### src/design/adcr_pkg.sv
// Purpose: Shared constants for the converter control-register front end.
// Assumes: 32-bit AHB-Lite register bus, one clock at 250 MHz.
// Notes:   Register indices are multiplied by four to form byte addresses.

package adcr_pkg;

    // ========
    // Register indices (byte address is index times four)
    // ========
    localparam logic [7:0] IDX_MAIN_CTRL = 8'h00;
    localparam logic [7:0] IDX_REF_CTRL = 8'h01;
    localparam logic [7:0] IDX_AVG_CTRL = 8'h02;
    localparam logic [7:0] IDX_RES_CTRL = 8'h04;
    localparam logic [7:0] IDX_STATUS = 8'h19;
    localparam logic [7:0] IDX_RESULT = 8'h1A;

    // ========
    // Field positions
    // ========
    localparam int MAIN_SOFT_RESET_BIT = 0;
    localparam int MAIN_ENABLE_BIT = 1;
    localparam int MAIN_STANDBY_BIT = 2;
    localparam int REF_COMP_BIT = 7;
    localparam int REF_SEL_LSB = 0;
    localparam int AVG_NUM_LSB = 0;
    localparam int AVG_ADJ_LSB = 4;
    localparam int RES_SEL_LSB = 4;
    localparam int STATUS_BUSY_BIT = 7;

    // ========
    // Reset values
    // ========
    localparam logic [7:0] MAIN_CTRL_RESET = 8'h00;
    localparam logic [3:0] REF_SEL_RESET = 4'h0;
    localparam logic [3:0] AVG_NUM_RESET = 4'h0;
    localparam logic [2:0] AVG_ADJ_RESET = 3'h0;
    localparam logic [1:0] RES_SEL_RESET = 2'h0;
    localparam logic [31:0] RDATA_RESET = 32'h0000_0000;

    // ========
    // Codes
    // ========
    typedef enum logic [3:0] {
        REF_INTERNAL_ONE_VOLT = 4'h0,
        REF_SUPPLY_DIV_1P48 = 4'h1,
        REF_HALF_SUPPLY = 4'h2,
        REF_EXTERNAL_A = 4'h3,
        REF_EXTERNAL_B = 4'h4
    } adcr_ref_t;

    localparam logic [1:0] RES_SEL_WIDE = 2'h1;
    localparam logic [3:0] SAMPLE_NUM_MAX = 4'hA;

    // AHB-Lite encodings
    localparam logic [2:0] HSIZE_BYTE = 3'h0;
    localparam logic [2:0] HSIZE_HALF = 3'h1;

    // ========
    // Timing
    // ========
    localparam int CLOCK_PERIOD_NS = 4;
    localparam int SYNC_TIME_NS = 12;
    localparam int SYNC_CYCLES_INT = (SYNC_TIME_NS + CLOCK_PERIOD_NS - 1) / CLOCK_PERIOD_NS;
    localparam logic [3:0] SYNC_CYCLES = 4'(SYNC_CYCLES_INT);

endpackage

### src/design/adcr_accum.sv
// Purpose: Sums a chosen number of conversions and scales the sum down.
// Assumes: One sample per sample_valid_in pulse, synchronous to clock_in.
// Notes:   Reserved count codes behave as the largest legal count.

module adcr_accum #(
    parameter int SAMPLE_W = 12,
    parameter int SUM_W = 22,
    parameter int OUT_W = 16
) (
    // Clock and reset
    input wire logic clock_in,
    input wire logic reset_n_in,
    // Control
    input wire logic run_in,
    input wire logic [3:0] count_sel_in,
    input wire logic [2:0] shift_in,
    input wire logic wide_in,
    // Samples
    input wire logic sample_valid_in,
    input wire logic [SAMPLE_W-1:0] sample_in,
    // Result
    output logic [OUT_W-1:0] result_out,
    output logic result_valid_out
);

    // ========
    // Elaboration checks
    // ========
    if (SUM_W < SAMPLE_W + 10 || OUT_W < SAMPLE_W || SUM_W < OUT_W) begin : g_bad_width
        $error("adcr_accum: sum must hold 1024 samples and cover the output");
    end

    logic [SUM_W-1:0] sum;
    logic [10:0] count;
    logic [SUM_W-1:0] next_sum;
    logic [SUM_W-1:0] scaled;
    logic [3:0] sel_clamped;
    logic [10:0] target;

    // Reserved codes above the maximum are clamped so the count stays bounded
    always_comb begin
        sel_clamped = (count_sel_in > adcr_pkg::SAMPLE_NUM_MAX) ?
                      adcr_pkg::SAMPLE_NUM_MAX : count_sel_in;
        target = 11'(11'd1 << sel_clamped);
        next_sum = sum + SUM_W'(sample_in);
        scaled = next_sum >> shift_in;
    end

    // Summing and sequence boundaries
    always_ff @(posedge clock_in or negedge reset_n_in) begin
        if (!reset_n_in) begin
            sum <= '0;
            count <= '0;
        end else if (!run_in) begin
            sum <= '0;
            count <= '0;
        end else if (sample_valid_in) begin
            if (count + 11'd1 == target) begin
                sum <= '0;
                count <= '0;
            end else begin
                sum <= next_sum;
                count <= count + 11'd1;
            end
        end
    end

    // Result delivery; narrow modes keep the plain conversion width
    always_ff @(posedge clock_in or negedge reset_n_in) begin
        if (!reset_n_in) begin
            result_out <= '0;
            result_valid_out <= 1'b0;
        end else begin
            result_valid_out <= run_in && sample_valid_in && (count + 11'd1 == target);
            if (run_in && sample_valid_in && (count + 11'd1 == target)) begin
                if (wide_in) begin
                    result_out <= scaled[OUT_W-1:0];
                end else begin
                    result_out <= OUT_W'(scaled[SAMPLE_W-1:0]);
                end
            end
        end
    end

endmodule

### src/design/adcr_ctrl_regs.sv
// Purpose: Converter control registers on AHB-Lite with synchronized enable and reset.
// Assumes: Single slave on the bus; hready_in is this slave's own hreadyout.
// Notes:   Writes commit with no wait state; reads insert one wait state.
//
// Overview of operation
// - Byte, halfword and word accesses are accepted; each register except the 16-bit result sits in byte lane 0.
// - While access protection is asserted, bus writes to protected registers are ignored.
// - Enable-protected fields change only while the converter is disabled.
// - Reserved bits read as zero; software writes zeros there.
// - Standby-run clear halts the converter in standby; set keeps it running.
// - Enable reads back at once; busy flag covers the synchronization delay.
// - Writing one to software reset clears the control registers and disables; zero does nothing.
// - A write that sets software reset discards its other field updates.
// - Reset bit reads one while ongoing; it and busy clear together.
// - Reference bit 7 enables buffer offset compensation, driven to the buffer.
// - Four-bit reference select chooses internal, supply-derived or external references.
// - Adjust field divides the accumulated result by two to its power.
// - Sample count code n sums two to the n conversions, up to 1024.
// - Resolution code one gives the wide 16-bit averaged output.
// - Reset and enable writes pass the synchronizer before taking effect.

module adcr_ctrl_regs #(
    parameter int SAMPLE_W = 12
) (
    // Clock and reset
    input wire logic clock_in,
    input wire logic reset_n_in,
    // AHB-Lite slave
    input wire logic hsel_in,
    input wire logic [31:0] haddr_in,
    input wire logic [1:0] htrans_in,
    input wire logic hwrite_in,
    input wire logic [2:0] hsize_in,
    input wire logic [31:0] hwdata_in,
    input wire logic hready_in,
    output logic [31:0] hrdata_out,
    output logic hreadyout_out,
    output logic hresp_out,
    // System status
    input wire logic access_protect_in,
    input wire logic standby_in,
    // Conversion samples
    input wire logic sample_valid_in,
    input wire logic [SAMPLE_W-1:0] sample_in,
    // Converter controls
    output logic enable_active_out,
    output logic converter_halt_out,
    output logic [3:0] reference_select_out,
    output logic ref_buffer_offset_comp_out,
    output logic [1:0] resolution_select_out,
    // Results
    output logic [15:0] result_out,
    output logic result_valid_out
);

    // ========
    // Elaboration checks
    // ========
    if (SAMPLE_W < 1 || SAMPLE_W > 16) begin : g_bad_sample
        $error("adcr_ctrl_regs: sample width must be 1 to 16");
    end

    // ========
    // State
    // ========
    logic dp_valid;
    logic dp_write;
    logic [31:0] dp_addr;
    logic [2:0] dp_size;
    logic rd_pending;

    logic software_reset;
    logic enable;
    logic standby_run;
    logic ref_comp;
    logic [3:0] reference_select;
    logic [2:0] result_adjust_shift;
    logic [3:0] sample_count_select;
    logic [1:0] resolution_select;
    logic sync_busy_flag;
    logic [3:0] sync_count;

    logic addr_accept;
    logic lane0_hit;
    logic [7:0] wr_byte;
    logic wr_ok;
    logic [7:0] wr_index;
    logic converter_enabled;
    logic main_wr;
    logic sync_done;
    logic accum_run;
    logic [15:0] accum_result;
    logic accum_valid;
    logic [31:0] next_rdata;

    // ========
    // Bus front end
    // ========

    // Address phase is taken only when the bus is ready
    assign addr_accept = hsel_in && htrans_in[1] && hready_in;

    // Data-phase capture of the address phase
    always_ff @(posedge clock_in or negedge reset_n_in) begin
        if (!reset_n_in) begin
            dp_valid <= 1'b0;
            dp_write <= 1'b0;
            dp_addr <= '0;
            dp_size <= '0;
        end else if (hready_in) begin
            dp_valid <= addr_accept;
            dp_write <= addr_accept && hwrite_in;
            dp_addr <= haddr_in;
            dp_size <= hsize_in;
        end
    end

    // Lane 0 is touched by any word, a low halfword or byte 0
    always_comb begin
        lane0_hit = 1'b1;
        if (dp_size == adcr_pkg::HSIZE_BYTE) begin
            lane0_hit = (dp_addr[1:0] == 2'b00);
        end else if (dp_size == adcr_pkg::HSIZE_HALF) begin
            lane0_hit = (dp_addr[1] == 1'b0);
        end
    end

    // Upper address bits must be zero so aliases stay unmapped
    assign wr_index = dp_addr[9:2];
    assign wr_byte = hwdata_in[7:0];
    assign wr_ok = dp_valid && dp_write && lane0_hit && (dp_addr[31:10] == 22'h0)
                   && !access_protect_in;

    // ========
    // Synchronized enable and software reset
    // ========
    assign converter_enabled = enable || enable_active_out;
    // Main control writes during a synchronization are dropped to keep one operation in flight
    assign main_wr = wr_ok && (wr_index == adcr_pkg::IDX_MAIN_CTRL) && !sync_busy_flag;
    assign sync_done = sync_busy_flag && (sync_count == 4'h1);

    // Delay counter and busy flag
    always_ff @(posedge clock_in or negedge reset_n_in) begin
        if (!reset_n_in) begin
            sync_busy_flag <= 1'b0;
            sync_count <= 4'h0;
        end else if (main_wr && (wr_byte[adcr_pkg::MAIN_SOFT_RESET_BIT]
                     || wr_byte[adcr_pkg::MAIN_ENABLE_BIT] != enable)) begin
            sync_busy_flag <= 1'b1;
            sync_count <= adcr_pkg::SYNC_CYCLES;
        end else if (sync_done) begin
            sync_busy_flag <= 1'b0;
            sync_count <= 4'h0;
        end else if (sync_busy_flag) begin
            sync_count <= sync_count - 4'h1;
        end
    end

    // Main control register; reset bit wins over everything in the same write
    always_ff @(posedge clock_in or negedge reset_n_in) begin
        if (!reset_n_in) begin
            software_reset <= adcr_pkg::MAIN_CTRL_RESET[adcr_pkg::MAIN_SOFT_RESET_BIT];
            enable <= adcr_pkg::MAIN_CTRL_RESET[adcr_pkg::MAIN_ENABLE_BIT];
            standby_run <= adcr_pkg::MAIN_CTRL_RESET[adcr_pkg::MAIN_STANDBY_BIT];
        end else if (sync_done && software_reset) begin
            software_reset <= 1'b0;
            enable <= 1'b0;
            standby_run <= 1'b0;
        end else if (main_wr) begin
            if (wr_byte[adcr_pkg::MAIN_SOFT_RESET_BIT]) begin
                software_reset <= 1'b1;
            end else begin
                enable <= wr_byte[adcr_pkg::MAIN_ENABLE_BIT];
                standby_run <= wr_byte[adcr_pkg::MAIN_STANDBY_BIT];
            end
        end
    end

    // The converter sees the enable only after the synchronizer delay
    always_ff @(posedge clock_in or negedge reset_n_in) begin
        if (!reset_n_in) begin
            enable_active_out <= 1'b0;
        end else if (sync_done) begin
            enable_active_out <= software_reset ? 1'b0 : enable;
        end
    end

    // ========
    // Reference, averaging and resolution registers
    // ========

    // Reference control
    always_ff @(posedge clock_in or negedge reset_n_in) begin
        if (!reset_n_in) begin
            ref_comp <= 1'b0;
            reference_select <= adcr_pkg::REF_SEL_RESET;
        end else if (sync_done && software_reset) begin
            ref_comp <= 1'b0;
            reference_select <= adcr_pkg::REF_SEL_RESET;
        end else if (wr_ok && wr_index == adcr_pkg::IDX_REF_CTRL) begin
            ref_comp <= wr_byte[adcr_pkg::REF_COMP_BIT];
            reference_select <= wr_byte[adcr_pkg::REF_SEL_LSB +: 4];
        end
    end

    // Averaging control
    always_ff @(posedge clock_in or negedge reset_n_in) begin
        if (!reset_n_in) begin
            result_adjust_shift <= adcr_pkg::AVG_ADJ_RESET;
            sample_count_select <= adcr_pkg::AVG_NUM_RESET;
        end else if (sync_done && software_reset) begin
            result_adjust_shift <= adcr_pkg::AVG_ADJ_RESET;
            sample_count_select <= adcr_pkg::AVG_NUM_RESET;
        end else if (wr_ok && wr_index == adcr_pkg::IDX_AVG_CTRL) begin
            result_adjust_shift <= wr_byte[adcr_pkg::AVG_ADJ_LSB +: 3];
            sample_count_select <= wr_byte[adcr_pkg::AVG_NUM_LSB +: 4];
        end
    end

    // Resolution can only change while disabled, so a running sequence never changes output width
    always_ff @(posedge clock_in or negedge reset_n_in) begin
        if (!reset_n_in) begin
            resolution_select <= adcr_pkg::RES_SEL_RESET;
        end else if (sync_done && software_reset) begin
            resolution_select <= adcr_pkg::RES_SEL_RESET;
        end else if (wr_ok && wr_index == adcr_pkg::IDX_RES_CTRL && !converter_enabled) begin
            resolution_select <= wr_byte[adcr_pkg::RES_SEL_LSB +: 2];
        end
    end

    // ========
    // Analog and converter outputs
    // ========
    always_ff @(posedge clock_in or negedge reset_n_in) begin
        if (!reset_n_in) begin
            converter_halt_out <= 1'b0;
            reference_select_out <= adcr_pkg::REF_SEL_RESET;
            ref_buffer_offset_comp_out <= 1'b0;
            resolution_select_out <= adcr_pkg::RES_SEL_RESET;
        end else begin
            converter_halt_out <= standby_in && !standby_run;
            reference_select_out <= reference_select;
            ref_buffer_offset_comp_out <= ref_comp;
            resolution_select_out <= resolution_select;
        end
    end

    // Accumulation runs only while enabled and not halted or resetting
    assign accum_run = enable_active_out && !converter_halt_out && !software_reset;

    adcr_accum #(
        .SAMPLE_W(SAMPLE_W),
        .SUM_W(SAMPLE_W + 10),
        .OUT_W(16)
    ) u_accum (
        .clock_in(clock_in),
        .reset_n_in(reset_n_in),
        .run_in(accum_run),
        .count_sel_in(sample_count_select),
        .shift_in(result_adjust_shift),
        .wide_in(resolution_select == adcr_pkg::RES_SEL_WIDE),
        .sample_valid_in(sample_valid_in),
        .sample_in(sample_in),
        .result_out(accum_result),
        .result_valid_out(accum_valid)
    );

    // Latest result held for the pins and for reads
    always_ff @(posedge clock_in or negedge reset_n_in) begin
        if (!reset_n_in) begin
            result_out <= 16'h0000;
            result_valid_out <= 1'b0;
        end else begin
            result_valid_out <= accum_valid;
            if (accum_valid) begin
                result_out <= accum_result;
            end
        end
    end

    // ========
    // Read path
    // ========

    // Read mux; every bit not listed stays zero
    always_comb begin
        next_rdata = 32'h0000_0000;
        if (dp_addr[31:10] == 22'h0) begin
            unique case (wr_index)
                adcr_pkg::IDX_MAIN_CTRL: begin
                    next_rdata[adcr_pkg::MAIN_SOFT_RESET_BIT] = software_reset;
                    next_rdata[adcr_pkg::MAIN_ENABLE_BIT] = enable;
                    next_rdata[adcr_pkg::MAIN_STANDBY_BIT] = standby_run;
                end
                adcr_pkg::IDX_REF_CTRL: begin
                    next_rdata[adcr_pkg::REF_COMP_BIT] = ref_comp;
                    next_rdata[adcr_pkg::REF_SEL_LSB +: 4] = reference_select;
                end
                adcr_pkg::IDX_AVG_CTRL: begin
                    next_rdata[adcr_pkg::AVG_ADJ_LSB +: 3] = result_adjust_shift;
                    next_rdata[adcr_pkg::AVG_NUM_LSB +: 4] = sample_count_select;
                end
                adcr_pkg::IDX_RES_CTRL: begin
                    next_rdata[adcr_pkg::RES_SEL_LSB +: 2] = resolution_select;
                end
                adcr_pkg::IDX_STATUS: begin
                    next_rdata[adcr_pkg::STATUS_BUSY_BIT] = sync_busy_flag;
                end
                adcr_pkg::IDX_RESULT: begin
                    next_rdata[15:0] = result_out;
                end
                default: begin
                    next_rdata = 32'h0000_0000;
                end
            endcase
        end
    end

    // One wait state on reads so a write just before is always visible
    always_ff @(posedge clock_in or negedge reset_n_in) begin
        if (!reset_n_in) begin
            rd_pending <= 1'b0;
            hreadyout_out <= 1'b1;
            hrdata_out <= adcr_pkg::RDATA_RESET;
            hresp_out <= 1'b0;
        end else begin
            hresp_out <= 1'b0;
            if (rd_pending) begin
                rd_pending <= 1'b0;
                hreadyout_out <= 1'b1;
                hrdata_out <= next_rdata;
            end else if (addr_accept && !hwrite_in) begin
                rd_pending <= 1'b1;
                hreadyout_out <= 1'b0;
            end
        end
    end

endmodule

### config.mk
export PLATFORM = sky130hd
export DESIGN_NAME = adcr_ctrl_regs
export DESIGN_NICKNAME = d
export VERILOG_FILES = /design/src/design/adcr_pkg.sv /design/src/design/adcr_accum.sv /design/src/design/adcr_ctrl_regs.sv
export SDC_FILE = /design/constraint.sdc
export NUM_CORES = 1
export LEC_CHECK = 0
export BUFFER_PORTS_ARGS = -buffer_cell sky130_fd_sc_hd__buf_2
export CORE_UTILIZATION = 46
export DETAILED_ROUTE_END_ITERATION = 16
export PLACE_DENSITY = 0.68
export SLEW_MARGIN = 20
export SYNTH_ARGS = -nofsm -noshare
export SYNTH_HDL_FRONTEND = slang
export SYNTH_SLANG_ARGS = --single-unit
### constraint.sdc
create_clock -name clock_in -period 4.1 [get_ports clock_in]
set_input_delay 0.205 -clock clock_in [delete_from_list [all_inputs] [get_ports clock_in]]
set_output_delay 0.205 -clock clock_in [all_outputs]
set_load 0.05 [all_outputs]
==> impl_metrics.env <==
export IMPL_synth_warnings=0
export IMPL_r2r_slack_ns=0.94
export IMPL_rsz0062_at_grt="no"
export IMPL_postRouteAntennaNets=0
export IMPL_port_buffers=106
export IMPL_initialDrtViolationCount=442
export IMPL_synthCells=832
export IMPL_clk_pin_slew_ns=0.06
export IMPL_outcome="finished, final reports clean"
export IMPL_clock_root_buffer="clkbuf_16"
export IMPL_cts_tree="done"
export IMPL_endpoint_kind="flop"
export IMPL_worstHoldPathType="input pin to flop"
export IMPL_rows=49
export IMPL_synth_ff_type="dfrtp_1"
export IMPL_crit_path_max_fanout=23
export IMPL_cts_buffers=17
export IMPL_place_hpwl_um=13400
export IMPL_yosys_register_bits=153
export IMPL_fmax_mhz=316
export IMPL_multi_input_area_um2=4180
export IMPL_mostFrequentLayoutCell="dfrtp_1"
export IMPL_min_from="standby_in"
export IMPL_ys_types=83
export IMPL_final_area_um2=9880
export IMPL_drv_cap=0
export IMPL_overflow=0
export IMPL_setup_viol=0
export IMPL_tightest_slew_ns=1.04
export IMPL_r2r_end="u_accum.count[6]"
export IMPL_io_pins=149
export IMPL_wl_per_cell_um=16.6
export IMPL_core_um2=17900
export IMPL_r2r_start="u_accum.count[0]"
export IMPL_final_hold_violation_count=0
export IMPL_synth_edf_count=0
export IMPL_grt_max_degree=101
export IMPL_power_density_nw_per_um2=339
export IMPL_start_util=0.469
export IMPL_layout_min_cycle_time_ns=3.16
export IMPL_synth_avg_cell_area_um2=10.1
export IMPL_critPathArrivalTime_ns=3.47
export IMPL_routed_via_density=5.60
export IMPL_drc=0
export IMPL_nNetsFinal=1050
export IMPL_final_max_slew_viol_count=0
export IMPL_htree_num_levels=4
export IMPL_fin_skew_ns=0.0104
export IMPL_synthesis_area_um2=8400
export IMPL_n_antenna_cell=0
export IMPL_place_gp_congestion=0.838
export IMPL_cts_sinks=153
export IMPL_total_power_mw=3.35
export IMPL_setup_tns_ns=0
export IMPL_dpl_cell_area_um2=9010
export IMPL_area_delta_synth_final_pct=17.6
export IMPL_cp_start_kind="flop"
export IMPL_clk_latency_ns=0.43
export IMPL_dieArea_um2=18800
export IMPL_max_slew_margin=0.301
export IMPL_required_ns=4.40
export IMPL_drt_pass1_iter_count=7
export IMPL_grt_pass1_wl_um=32400
export IMPL_regArea_um2=3830
export IMPL_worstSetupPathType="flop to flop"
export IMPL_grt_pass1_vias=6315
export IMPL_leakage_nw=4.78
export IMPL_post_cts_buffers=0
export IMPL_antenna_found_initial=0
export IMPL_ys_seq_area_frac=0.456
export IMPL_vias=6646
export IMPL_async_flop_share=1.00
export IMPL_final_cell_mix="152 x dfrtp_1, 105 x buf_2, 69 x nand2_1"
export IMPL_routed_wl_um=19700
export IMPL_ir_drop_uv=331
export IMPL_hold_depth=2
export IMPL_fillerInstances=1561
export IMPL_dieHeight_um=137
export IMPL_track_usage=0.224
export IMPL_final_core_util=0.552
export IMPL_post_route_period_util=0.772
export IMPL_cts_buffer_depth=2
export IMPL_drive_gt1_frac=0.237
export IMPL_ff2ff_path_depth=10
export IMPL_whs_endpoint="converter_halt_out"
export IMPL_fp_dieW_um=137
## power by group
group	internal, mW	total, mW	switching (mW)	leakage (nW)
logic	0.0998	0.240	0.140	2.46
clock network	0.880	1.53	0.653	0.277
registers	1.55	1.58	0.0268	2.05
total	2.53	3.35	0.820	4.78
## cells by family after synthesis
group,count (synthesis),share of synthesized area
simple gates,248,0.154
flops,153,0.456
buf+inv,99,0.0548
other cells,1,0.000446
compound gates,187,0.150
xor+xnor,31,0.0323
fa+ha+maj,16,0.0247
mux,97,0.128
## worst max-delay path: stages, from the launching register on
cell and delay, ns:
dfrtp_1 0.45, ha_1 0.36, nand4_1 0.16, or3_1 0.44, xnor2_1 0.18, a311oi_2 0.26
nand4_2 0.22, and2b_1 0.53, a21o_1 0.30, nand2_1 0.06, o31ai_1 0.06
## cell usage after synthesis, drive strengths merged (7+ instances only)
cell type / count / area [um2]
dfrtp: 152 / 3800
nand2: 70 / 270
nor2: 66 / 258
mux2: 62 / 702
o21ai: 61 / 305
buf: 41 / 241
inv: 34 / 128
mux2i: 33 / 330
a21oi: 29 / 145
clkbuf: 24 / 91.3
nand3: 22 / 110
xor2: 16 / 140
ha: 15 / 188
xnor2: 15 / 131
a22o: 13 / 114
and3: 11 / 68.8
nor3: 11 / 65.1
o211ai: 10 / 88.8
o22ai: 10 / 62.6
o31ai: 9 / 67.6
nand4: 8 / 56.3
or3: 8 / 50.1
a21o: 7 / 52.6
nor4: 7 / 50.1
## metal layers
layer	vias up	wire length, um	GRT usage
met5	-	0	0
met4	0	224	0.0702
met3	20	1040	0.0548
met2	158	9200	0.347
met1	3260	9230	0.308
li1	3208	-	-
## final cells by class
type,instances,area share
Multi-Input combinational cell,596,0.422
Clock inverter,11,0.0115
Clock buffer,21,0.0466
Sequential cell,153,0.388
Tap cell,229,0.0290
Timing Repair Buffer,143,0.0900
Inverter,34,0.0129
## stage by stage
| stage | hold WS [ns] | setup WS (ns) | cells |
|---|---|---|---|
| global placement | 0.380 | 1.01 | 1125 |
| floorplan | -0.0906 | 1.33 | 848 |
| finish | 0.00973 | 0.935 | 1187 |
| CTS | 0.000790 | 0.951 | 1187 |
| detailed placement | 0.378 | 0.977 | 1125 |
| global route | 0.00198 | 0.652 | 1187 |
## what timing repair did
item                                   in CTS  in global routing
endpoints found under the hold margin     126                  0
gates resized for setup                     0                  0
hold buffers                               30                  0
## worst max-delay path by stage
stage | startpoint | to | slack (ns) | cells after the start
after CTS | u_accum.count[0] | u_accum.sum[21] | 0.95 | 10
after global placement | u_accum.sum[5] | u_accum.result_out[8] | 1.01 | 10
final | u_accum.count[0] | u_accum.count[6] | 0.94 | 10
after global routing | u_accum.sum[0] | u_accum.result_out[14] | 0.65 | 11
after floorplan | u_accum.sum[5] | u_accum.result_out[5] | 1.33 | 10
after detailed placement | u_accum.count[0] | u_accum.sum[21] | 0.98 | 10
## state kept, by name, indices dropped and copies added (netlist names), 2 cells and up
| register | cells |
|---|---|
| reference_select | 4 |
| sync_count | 4 |
| u_accum.count | 11 |
| sample_count_select | 4 |
| dp_addr | 32 |
| result_adjust_shift | 3 |
| resolution_select | 2 |
| result_out | 16 |
| u_accum.result_out | 16 |
| hrdata_out | 16 |
| reference_select_out | 4 |
| resolution_select_out | 2 |
| dp_size | 3 |
| u_accum.sum | 22 |
(Power assumes the default switching activity.)
